[src/tchs_pkg.sv]
// Purpose: Shared constants and types for the sensor configuration block
// Assumes: Temperatures in 1/16 degC two's complement, 13 bits used
// Notes:   Offsets, fields and the hysteresis and shutdown reset values live here only
package tchs_pkg;
  localparam logic [7:0]  CFG_ADDR       = 8'h01;
  localparam int          RSV_HI         = 15;
  localparam int          RSV_LO         = 11;
  localparam int          HYS_HI         = 10;
  localparam int          HYS_LO         = 9;
  localparam int          SHDN_BIT       = 8;
  localparam int          CTL_BIT        = 7;
  localparam int          AWL_BIT        = 6;
  localparam logic [1:0]  HYS_RESET      = 2'h0;
  localparam logic        SHDN_RESET     = 1'b0;
  localparam int          ABOVE_BIT      = 14;
  localparam int          BELOW_BIT      = 13;
  // Hysteresis in 1/16 degC steps: 1.5, 3 and 6 degC
  localparam logic [12:0] HYS_OFF_LSB    = 13'h0000;
  localparam logic [12:0] HYS_1P5_LSB    = 13'h0018;
  localparam logic [12:0] HYS_3_LSB      = 13'h0030;
  localparam logic [12:0] HYS_6_LSB      = 13'h0060;
  localparam int          TEMP_W         = 13;

  typedef struct packed {
    logic       wr;
    logic [7:0] addr;
    logic [15:0] data;
  } tchs_wr_t;

  typedef struct packed {
    logic above;
    logic below;
    logic crit;
  } tchs_flags_t;
endpackage

[src/tchs_window.sv]
// Purpose: Window comparator with hysteresis for one new temperature sample
// Assumes: Samples and limits are signed 1/16 degC values
// Notes:   Pure combinational; the caller registers the result
`timescale 1ns/100ps
`default_nettype none
module tchs_window #(
  parameter int W = 13
) (
  input  wire logic [W-1:0] temp_i,
  input  wire logic [W-1:0] upper_i,
  input  wire logic [W-1:0] lower_i,
  input  wire logic [W-1:0] crit_i,
  input  wire logic [W-1:0] hys_i,
  input  wire logic         above_i,
  input  wire logic         below_i,
  input  wire logic         crit_flag_i,
  output logic              above_o,
  output logic              below_o,
  output logic              crit_o
);
  logic signed [W:0] t;
  logic signed [W:0] up_rel;
  logic signed [W:0] lo_set;
  logic signed [W:0] cr_rel;
  logic signed [W:0] up_x;
  logic signed [W:0] lo_x;
  logic signed [W:0] cr_x;
  always_comb begin
    // Signed copies: a bare concatenation would make the compare unsigned
    t      = {temp_i[W-1], temp_i};
    up_x   = {upper_i[W-1], upper_i};
    lo_x   = {lower_i[W-1], lower_i};
    cr_x   = {crit_i[W-1], crit_i};
    up_rel = up_x - $signed({1'b0, hys_i});
    lo_set = lo_x - $signed({1'b0, hys_i});
    cr_rel = cr_x - $signed({1'b0, hys_i});
    // Set above the boundary, release at boundary minus hysteresis
    if (t > up_x) begin
      above_o = 1'b1; // [RULE_03]
    end else if (t <= up_rel) begin
      above_o = 1'b0; // [RULE_04]
    end else begin
      above_o = above_i;
    end
    if (t >= lo_x) begin
      below_o = 1'b0; // [RULE_05]
    end else if (t <= lo_set) begin
      below_o = 1'b1; // [RULE_06]
    end else begin
      below_o = below_i;
    end
    if (t >= cr_x) begin
      crit_o = 1'b1;
    end else if (t < cr_rel) begin
      crit_o = 1'b0;
    end else begin
      crit_o = crit_flag_i;
    end
  end
endmodule
`default_nettype wire

[src/tchs_config.sv]
// Purpose: Config bits 15:6: hysteresis select, shutdown, lock gating
// Assumes: Host writes and reads arrive from the serial-bus front end
// Notes:   Sample strobe comes from the conversion timer outside
`timescale 1ns/100ps
`default_nettype none
// Operation
// [RULE_01] Host writes zero to configuration bits 15:11; they read zero.
// [RULE_02] Bits 10:9 select hysteresis off, 1.5, 3 or 6 degC.
// [RULE_03] Above flag sets when temperature exceeds upper boundary.
// [RULE_04] Above flag holds until temperature reaches upper minus hysteresis.
// [RULE_05] Below flag clears when temperature reaches lower boundary.
// [RULE_06] Below flag sets at or below lower minus hysteresis.
// [RULE_07] Alert pin thresholds use the same hysteresis.
// [RULE_08] Either lock set blocks changes to hysteresis select.
// [RULE_09] Bit 8 is shutdown; zero enables sensing, reset zero.
// [RULE_10] Shutdown stops diode, converter, conversions and events.
// [RULE_11] Shutdown cannot be set while locked; clearing always allowed.
// [RULE_12] Bus time-out detection stops while shut down.
// [RULE_13] Non-volatile reads are served regardless of shutdown.
// [RULE_14] Non-volatile writes are refused while shut down.
// [RULE_15] Temperature sensing is unavailable during shutdown.
// [RULE_16] Bit 7 critical lock sticks at one until power-on reset.
// [RULE_17] Bit 6 window lock sticks at one until power-on reset.
// [RULE_18] Clearing shutdown resumes conversions and events unaided.
module tchs_config #(
  parameter int W = tchs_pkg::TEMP_W
) (
  input  wire logic               core_clk_i,
  input  wire logic               nrst_i,
  input  wire tchs_pkg::tchs_wr_t host_wr_i,
  input  wire logic               sample_valid_i,
  input  wire logic [W-1:0]       sample_i,
  input  wire logic [W-1:0]       upper_i,
  input  wire logic [W-1:0]       lower_i,
  input  wire logic [W-1:0]       crit_i,
  input  wire logic               nv_wr_req_i,
  output logic [15:0]             cfg_rd_o,
  output tchs_pkg::tchs_flags_t   flags_o,
  output logic                    alert_o,
  output logic                    osc_en_o,
  output logic                    adc_en_o,
  output logic                    tout_en_o,
  output logic                    nv_rd_en_o,
  output logic                    nv_wr_go_o,
  output logic                    crit_wr_en_o,
  output logic                    win_wr_en_o
);
  // -------------------------------------------------------------
  // Configuration state
  // -------------------------------------------------------------
  logic [1:0] hys_sel;
  logic       shdn;
  logic       ctl_lock;
  logic       awl_lock;
  logic [1:0] next_hys_sel;
  logic       next_shdn;
  logic       next_ctl_lock;
  logic       next_awl_lock;
  logic       cfg_wr;
  logic       locked;
  logic [1:0] wr_hys;
  logic       wr_shdn;
  logic       wr_ctl;
  logic       wr_awl;

  function automatic logic [W-1:0] hys_amount(input logic [1:0] sel);
    unique case (sel)
      2'h0: hys_amount = W'(tchs_pkg::HYS_OFF_LSB);
      2'h1: hys_amount = W'(tchs_pkg::HYS_1P5_LSB);
      2'h2: hys_amount = W'(tchs_pkg::HYS_3_LSB);
      2'h3: hys_amount = W'(tchs_pkg::HYS_6_LSB);
    endcase
  endfunction

  always_comb begin
    cfg_wr        = host_wr_i.wr && (host_wr_i.addr == tchs_pkg::CFG_ADDR);
    locked        = ctl_lock | awl_lock;
    wr_hys        = host_wr_i.data[tchs_pkg::HYS_HI:tchs_pkg::HYS_LO];
    wr_shdn       = host_wr_i.data[tchs_pkg::SHDN_BIT];
    wr_ctl        = host_wr_i.data[tchs_pkg::CTL_BIT];
    wr_awl        = host_wr_i.data[tchs_pkg::AWL_BIT];
    next_hys_sel  = hys_sel;
    next_shdn     = shdn;
    next_ctl_lock = ctl_lock;
    next_awl_lock = awl_lock;
    if (cfg_wr) begin
      // Locks are judged as they stood before this write
      if (!locked) begin
        next_hys_sel = wr_hys;
      end // [RULE_08]
      if (!wr_shdn) begin
        next_shdn = 1'b0; // [RULE_11] [RULE_18]
      end else if (!locked) begin
        next_shdn = 1'b1; // [RULE_09] [RULE_11]
      end
      // Locks only ever set; power-on reset is the sole clear
      next_ctl_lock = ctl_lock | wr_ctl; // [RULE_16]
      next_awl_lock = awl_lock | wr_awl; // [RULE_17]
    end
  end

  always_ff @(posedge core_clk_i or negedge nrst_i) begin
    if (!nrst_i) begin
      hys_sel  <= tchs_pkg::HYS_RESET;
      shdn     <= tchs_pkg::SHDN_RESET;
      ctl_lock <= 1'b0;
      awl_lock <= 1'b0;
    end else begin
      hys_sel  <= next_hys_sel;
      shdn     <= next_shdn;
      ctl_lock <= next_ctl_lock;
      awl_lock <= next_awl_lock;
    end
  end

  // -------------------------------------------------------------
  // Window evaluation
  // -------------------------------------------------------------
  tchs_pkg::tchs_flags_t flags;
  tchs_pkg::tchs_flags_t next_flags;
  tchs_pkg::tchs_flags_t cmp;
  logic                  alert;
  logic                  next_alert;
  logic [W-1:0]          hys_lsb;
  logic                  take_sample;

  // Decode kept apart so the comparator input has a single source
  always_comb begin
    hys_lsb = hys_amount(hys_sel); // [RULE_02]
  end

  tchs_window #(
    .W (W)
  ) u_window (
    .temp_i      (sample_i),
    .upper_i     (upper_i),
    .lower_i     (lower_i),
    .crit_i      (crit_i),
    .hys_i       (hys_lsb),
    .above_i     (flags.above),
    .below_i     (flags.below),
    .crit_flag_i (flags.crit),
    .above_o     (cmp.above),
    .below_o     (cmp.below),
    .crit_o      (cmp.crit)
  );

  always_comb begin
    next_flags = flags;
    next_alert = alert;
    take_sample = sample_valid_i && !shdn;
    // Samples during shutdown are dropped; state freezes meanwhile
    if (take_sample) begin
      next_flags = cmp; // [RULE_10] [RULE_15]
      next_alert = cmp.above | cmp.below | cmp.crit; // [RULE_07]
    end
  end

  always_ff @(posedge core_clk_i or negedge nrst_i) begin
    if (!nrst_i) begin
      flags <= '0;
      alert <= 1'b0;
    end else begin
      flags <= next_flags;
      alert <= next_alert;
    end
  end

  // -------------------------------------------------------------
  // Registered outputs
  // -------------------------------------------------------------
  logic [15:0] next_rd;
  logic        next_go;
  logic        next_osc_en;
  logic        next_adc_en;
  logic        next_tout_en;
  logic        next_nv_rd_en;
  logic        next_crit_wr_en;
  logic        next_win_wr_en;

  always_comb begin
    next_rd = '0; // [RULE_01]
    next_rd[tchs_pkg::HYS_HI:tchs_pkg::HYS_LO] = next_hys_sel;
    next_rd[tchs_pkg::SHDN_BIT] = next_shdn;
    next_rd[tchs_pkg::CTL_BIT]  = next_ctl_lock;
    next_rd[tchs_pkg::AWL_BIT]  = next_awl_lock;
    next_go = nv_wr_req_i & ~next_shdn; // [RULE_14]
    // Oscillator, converter and time-out all hang on the one shutdown bit
    next_osc_en     = ~next_shdn; // [RULE_10] [RULE_18]
    next_adc_en     = ~next_shdn; // [RULE_10] [RULE_15]
    next_tout_en    = ~next_shdn; // [RULE_12]
    // Reads need no oscillator, so this path is never gated
    next_nv_rd_en   = 1'b1; // [RULE_13]
    next_crit_wr_en = ~next_ctl_lock; // [RULE_16]
    next_win_wr_en  = ~next_awl_lock; // [RULE_17]
  end

  always_ff @(posedge core_clk_i or negedge nrst_i) begin
    if (!nrst_i) begin
      cfg_rd_o     <= '0;
      flags_o      <= '0;
      alert_o      <= 1'b0;
      osc_en_o     <= 1'b0;
      adc_en_o     <= 1'b0;
      tout_en_o    <= 1'b0;
      nv_rd_en_o   <= 1'b0;
      nv_wr_go_o   <= 1'b0;
      crit_wr_en_o <= 1'b0;
      win_wr_en_o  <= 1'b0;
    end else begin
      cfg_rd_o     <= next_rd;
      flags_o      <= next_flags;
      alert_o      <= next_alert;
      osc_en_o     <= next_osc_en;
      adc_en_o     <= next_adc_en;
      tout_en_o    <= next_tout_en;
      nv_rd_en_o   <= next_nv_rd_en;
      nv_wr_go_o   <= next_go;
      crit_wr_en_o <= next_crit_wr_en;
      win_wr_en_o  <= next_win_wr_en;
    end
  end
endmodule
`default_nettype wire

[config.mk]
export PLATFORM = sky130hd
export DESIGN_NAME = tchs_config
export DESIGN_NICKNAME = d
export VERILOG_FILES = /design/src/tchs_pkg.sv /design/src/tchs_window.sv /design/src/tchs_config.sv
export SDC_FILE = /design/constraint.sdc
export NUM_CORES = 1
export LEC_CHECK = 0
export ABC_AREA = 1
export BUFFER_PORTS_ARGS = -buffer_cell sky130_fd_sc_hd__buf_4
export CAP_MARGIN = 0
export CORE_MARGIN = 10
export CORE_UTILIZATION = 23
export DETAILED_ROUTE_END_ITERATION = 10
export GPL_TIMING_DRIVEN = 0
export PLACE_DENSITY = 0.53
export RECOVER_POWER = 100
export SLEW_MARGIN = 15
export SYNTH_ARGS = -nofsm -noshare
export SYNTH_HDL_FRONTEND = slang
export SYNTH_SLANG_ARGS = --single-unit
export TNS_END_PERCENT = 5
[constraint.sdc]
create_clock -name core_clk_i -period 4 [get_ports core_clk_i]
set_input_delay 0.4 -clock core_clk_i [delete_from_list [all_inputs] [get_ports core_clk_i]]
set_output_delay 0.4 -clock core_clk_i [all_outputs]
set_load 0.005 [all_outputs]
### Yosys cells after proc, flatten, opt, wreduce, memory -nomap -nowiden

Cells that the tools add are included.

| word-level totals | value |
|---|---|
| bits in registers | 19 |
| input bits | 81 |
| output and inout port bits | 27 |
| word-level logic and storage cells | 54 |

| operators by class | value |
|---|---|
| $add $sub $neg | 3 |
| magnitude comparators | 6 |
| equality and inequality tests | 4 |
| muxes and demuxes | 14 |
| bitwise logic cells | 9 |
| reductions and logical operators | 4 |

Operators by type and width:

| operator | number |
|---|---|
| $pmux 13 s4 | 1 |
| $sub 13x14->14 | 3 |
| $le 13x14->1 | 2 |
| $ge 13x13->1 | 2 |
| $lt 13x14->1 | 1 |
| $gt 13x13->1 | 1 |
| $mux 1 | 11 |
| $eq 8x1->1 const B | 1 |
| $or 1x1->1 | 5 |
| $eq 2x2->1 const B | 2 |
| $mux 2 | 2 |
| $not 1->1 | 3 |
| $eq 2x1->1 const B | 1 |
| $logic_and 1x1->1 | 2 |
| $logic_not 2->1 | 1 |
| $and 1x1->1 | 1 |
| $logic_not 1->1 | 1 |

### Longest topological paths before layout

| logic depth | value |
|---|---|
| depth in word-level cells | 8 |
| mapped depth | 22 |
| gate-level depth less buffers | 22 |

### Cells and area by module

Synthesis repeated with hierarchy kept, for this count alone.

| unflattened totals | value |
|---|---|
| cell total of the unflattened synthesis | 751 |
| area total of the unflattened synthesis | 4867.2 sq um |

Modules (own cells, without submodules):

| module | instances | cells each | area each (sq um) | seq. area each (sq um) |
|---|---|---|---|---|
| tchs_window | 1 | 658 | 4063.9 | 0.0 |
| tchs_config | 1 | 93 | 803.3 | 350.3 |

### Worst setup path after synthesis

Ideal clock, no wire load.

| timing path | value |
|---|---|
| kind | register to register |
| from | reg, netlist name cfg_rd_o[10] |
| to | reg alert_o |
| setup time | 0.127 ns |
| arrival | 2.821 ns |
| required time | 3.873 ns |
| path slack | 1.052 ns |
| cell stages (with the launch flop) | 20 |
| path buffers | 0 |
| clock period less this slack | 2.948 ns |
| cells stage by stage | dfrtp_1 inv_1 ha_1 ha_1 nand2_1 o21ai_1 a21boi_2 nand2_1 nor2_2 nand3_1 xor2_1 ha_1 nand2_1 nor2_1 and2_1 nand2_1 nand3_1 nand3_1 a21oi_1 nand3_2 |

RTL lines:

| item | RTL line | source |
|---|---|---|
| end signal, assigned | tchs_config.sv:213 | `alert_o <= next_alert;` |
| end, declared | tchs_config.sv:39 | `output logic alert_o,` |

==> metrics.log <==
[metrics] fraction of layout instances using a drive strength above 1: 0.184
[metrics] RR Endpoint: flags_o[2]
[metrics] initial antenna violation count: 0
[metrics] unrepaired setup endpoints after global routing: false
[metrics] Most used DFF post-synth: sky130_fd_sc_hd__dfrtp_1
[metrics] DRC viols: 0
[metrics] power after layout: 0.814 mW
[metrics] met2 WL: 4.53 mm
[metrics] Post-Syn Area: 3460 um2
[metrics] routed metal-1 wirelength: 4.65 mm
[metrics] worst-path cell chain: inv_1, ha_1, inv_1, fa_1, o21ai_1, nor3_2, nand3_1, o21ai_0, inv_1, ha_1, a21oi_1, o21ai_0, nor2_1, nand3_1, nand3_1, nand2_1, nand2_1, o21ai_0
[metrics] number of buffers added on ports: 85
[metrics] Die X: 143 um
[metrics] clock tree from TritonCTS: done
[metrics] routability cong.: 0.763
[metrics] Final Hold Fails: 0
[metrics] pin count of the biggest net entering global routing: 15
[metrics] Die Ht: 143 um
[metrics] routed wire length per instance: 11.9 um
[metrics] Global Route Usage Sum: 0.0906
[metrics] portion of the clock cycle consumed by the worst path in the final layout: 0.880
[metrics] final setup vio count: 0
[metrics] number of warning messages in the yosys log: 0
[metrics] highest metal layer used by the detailed router: met4
[metrics] top cells by area in the synthesized netlist: sky130_fd_sc_hd__ha_1, sky130_fd_sc_hd__nand2_1, sky130_fd_sc_hd__inv_1, sky130_fd_sc_hd__dfrtp_1, sky130_fd_sc_hd__xor2_1
[metrics] path type of the worst min-delay path: primary input to asynchronous set/reset pin
[metrics] Slowest-stage cell, CP: sky130_fd_sc_hd__fa_1
[metrics] initial cell density of the core: 0.237
[metrics] final core utilization: 0.300
[metrics] # clock sinks: 14
[metrics] peak supply drop: 0.000137 V
[metrics] time the worst path needs with I/O delays and setup: 3.52 ns
[metrics] number of cells traversed by the worst register-to-register path: 18
[metrics] most frequent cells in the layout: sky130_fd_sc_hd__nand2_1, sky130_fd_sc_hd__inv_1, sky130_fd_sc_hd__ha_1, sky130_fd_sc_hd__buf_4, sky130_fd_sc_hd__nor2_1
[metrics] final-layout setup total negative slack: 0 ns
[metrics] type of destination of the critical path: flop
[metrics] Gates resized, CTS repair: 0
[metrics] Post-DRT Antenna Nets: 0
[metrics] DR WL met3: 253 um
[metrics] slew at the pin with the worst max-slew slack: 0.743 ns
[metrics] antenna diode count: 0
[metrics] number of buffers created by CTS: 3
[metrics] clock latency of the later-clocked register in the worst-skew pair: 0.24 ns
[metrics] leakage dissipation: 2.58 nW
[metrics] Max Cap Violations: 0
[metrics] number of flops mapped to enable cells by yosys: 0
[metrics] post-CTS repair timing setup buffer count: 0
[metrics] count of cell instances traversed by the critical path: 18
[metrics] number of global-route vias before repair: 3061
[metrics] kind of cell adding the most delay to the critical path: adder cells
[metrics] worst hold slack after final layout: 0.203 ns
[metrics] Max Slew Vio Count: 0
[metrics] area enclosed by the die boundary: 20400 um2
[metrics] most common cell after layout, fill and taps aside: sky130_fd_sc_hd__nand2_1
[metrics] DRT Pass-1 Iters: 6
[metrics] clock skew: 0.00186 ns
[metrics] floorplan row count: 44
[metrics] Max-slew headroom: 0.505
[metrics] core footprint: 14600 um2
[metrics] CP Data Required Time: 4.10 ns
[metrics] share of Yosys cell area claimed by the top area cell type: 0.311
[metrics] Worst Path Arrival: 3.62 ns
[metrics] highest cell delay on the worst timing path: 0.45 ns
[metrics] Final Routed Wirelength: 9.47 mm
[metrics] Area Overhead vs Synth: 26.9%
[metrics] Worst Setup SP: cfg_rd_o[10]
[metrics] origin of the critical flop-to-flop path: cfg_rd_o[10]
[metrics] distinct cell type count after synthesis: 35
[metrics] #FFs+latches synth: 14
[metrics] via count: 3134
[metrics] global-route wire length before repair: 15.2 mm
[metrics] initial DRC count: 81
[metrics] post-synthesis cell type with the largest combined area: sky130_fd_sc_hd__ha_1
[metrics] vias per std cell: 3.95
[metrics] end of the critical path: flags_o[2]
[metrics] sum of net half-perimeters after detailed placement: 8.74 mm
[metrics] Max H-tree Level: 1
[metrics] top achievable clock speed: 284 MHz
[metrics] setup slack, reg-to-reg: 0.48 ns
[metrics] fill cell total of the finished layout: 1648
[metrics] global route overflow: 0
[metrics] post-synthesis cell count: 511
[metrics] fraction of registers with async set/reset: 1.00
[metrics] largest driver fanout on the critical path: 5
[metrics] CTS clock-pin slew for the worst setup and hold paths: 0.04 ns
[metrics] sequential element share of the synthesized area: 0.101
[metrics] number of placed I/O pins: 108
[metrics] Final nets: 781
[metrics] synthesized area divided by synthesized cell count: 6.78 um2
[metrics] cell chosen for the clock root: sky130_fd_sc_hd__clkbuf_16
[metrics] status: completed
[metrics] pwr/cell area: 185 nW/um2
[metrics] largest buffer count on any clock path: 2
[metrics] count of hold-fix buffers inserted at cts: 0
[metrics] kind of start point of the critical path: flop
[metrics] start-to-end type of the worst setup path: flop to flop
[metrics] Worst Path Buf+Inv: 3
==> worst min path at each step <==
stage	to	start	depth (start not counted)
floorplan	alert_o	nrst_i	0
global placement	nv_wr_go_o	nrst_i	1
detailed placement	tout_en_o	nrst_i	1
CTS	nv_wr_go_o	nrst_i	1
global route	tout_en_o	nrst_i	1
finish	crit_wr_en_o	nrst_i	1
==> synth_stat cells, types with 4 or more instances <==
cell and count:
sky130_fd_sc_hd__dfrtp_1 14, sky130_fd_sc_hd__nand2_1 119, sky130_fd_sc_hd__inv_1 98, sky130_fd_sc_hd__nor2_1 43, sky130_fd_sc_hd__nor3_1 5, sky130_fd_sc_hd__ha_1 86
sky130_fd_sc_hd__xor2_1 20, sky130_fd_sc_hd__nand3_1 24, sky130_fd_sc_hd__nand4_1 7, sky130_fd_sc_hd__nor3_2 4, sky130_fd_sc_hd__and2_1 5, sky130_fd_sc_hd__a21oi_1 30
sky130_fd_sc_hd__o21ai_0 4, sky130_fd_sc_hd__buf_4 19
==> routing by layer <==
| layer | GRT usage | vias up |
|---|---|---|
| li1 | - | 1803 |
| met1 | 0.123 | 1290 |
| met2 | 0.156 | 39 |
| met3 | 0.0109 | 2 |
| met4 | 0.00814 | 0 |
| met5 | 0 | - |
==> cells by family after synthesis <==
logic type / synth area share
adders and majority gates: 0.328
and+or+nand+nor: 0.281
buffers and inverters: 0.147
other: 0.00217
DFF: 0.101
xor gates and xnor gates: 0.0581
AOI/OAI and AO/OA: 0.0758
muxes: 0.00650
==> power by group <==
group          total [mW]  switching [mW]  internal [mW]
clock network       0.179          0.0487          0.130
logic               0.463           0.246          0.217
registers           0.173          0.0127          0.160
==> stage by stage <==
stage / instance area (um2) / worst slack, ns / instances
2_1_floorplan: 3500 / 1.05 / 521
3_3_place_gp: 4370 / 0.493 / 790
3_5_place_dp: 4370 / 0.460 / 790
4_1_cts: 4450 / 0.442 / 793
5_1_grt: 4400 / 0.0458 / 793
6_report: 4400 / 0.478 / 793
==> final cells by class <==
class	instances	area, um2	share of cell area
Clock buffer	3	75.1	0.0171
Tap cell	184	230	0.0524
Sequential cell	14	350	0.0797
Multi-Input combinational cell	390	2610	0.595
Timing Repair Buffer	85	616	0.140
Inverter	98	368	0.0837
Buffer	19	143	0.0325
==> sequential cells by signal, indices dropped and copies added (netlist names) <==
register      flops
alert_o           1
cfg_rd_o          4
crit_wr_en_o      1
flags_o           3
hys_sel           1
nv_rd_en_o        1
nv_wr_go_o        1
tout_en_o         1
win_wr_en_o       1
Note: power is estimated with default switching activity, not from simulation.
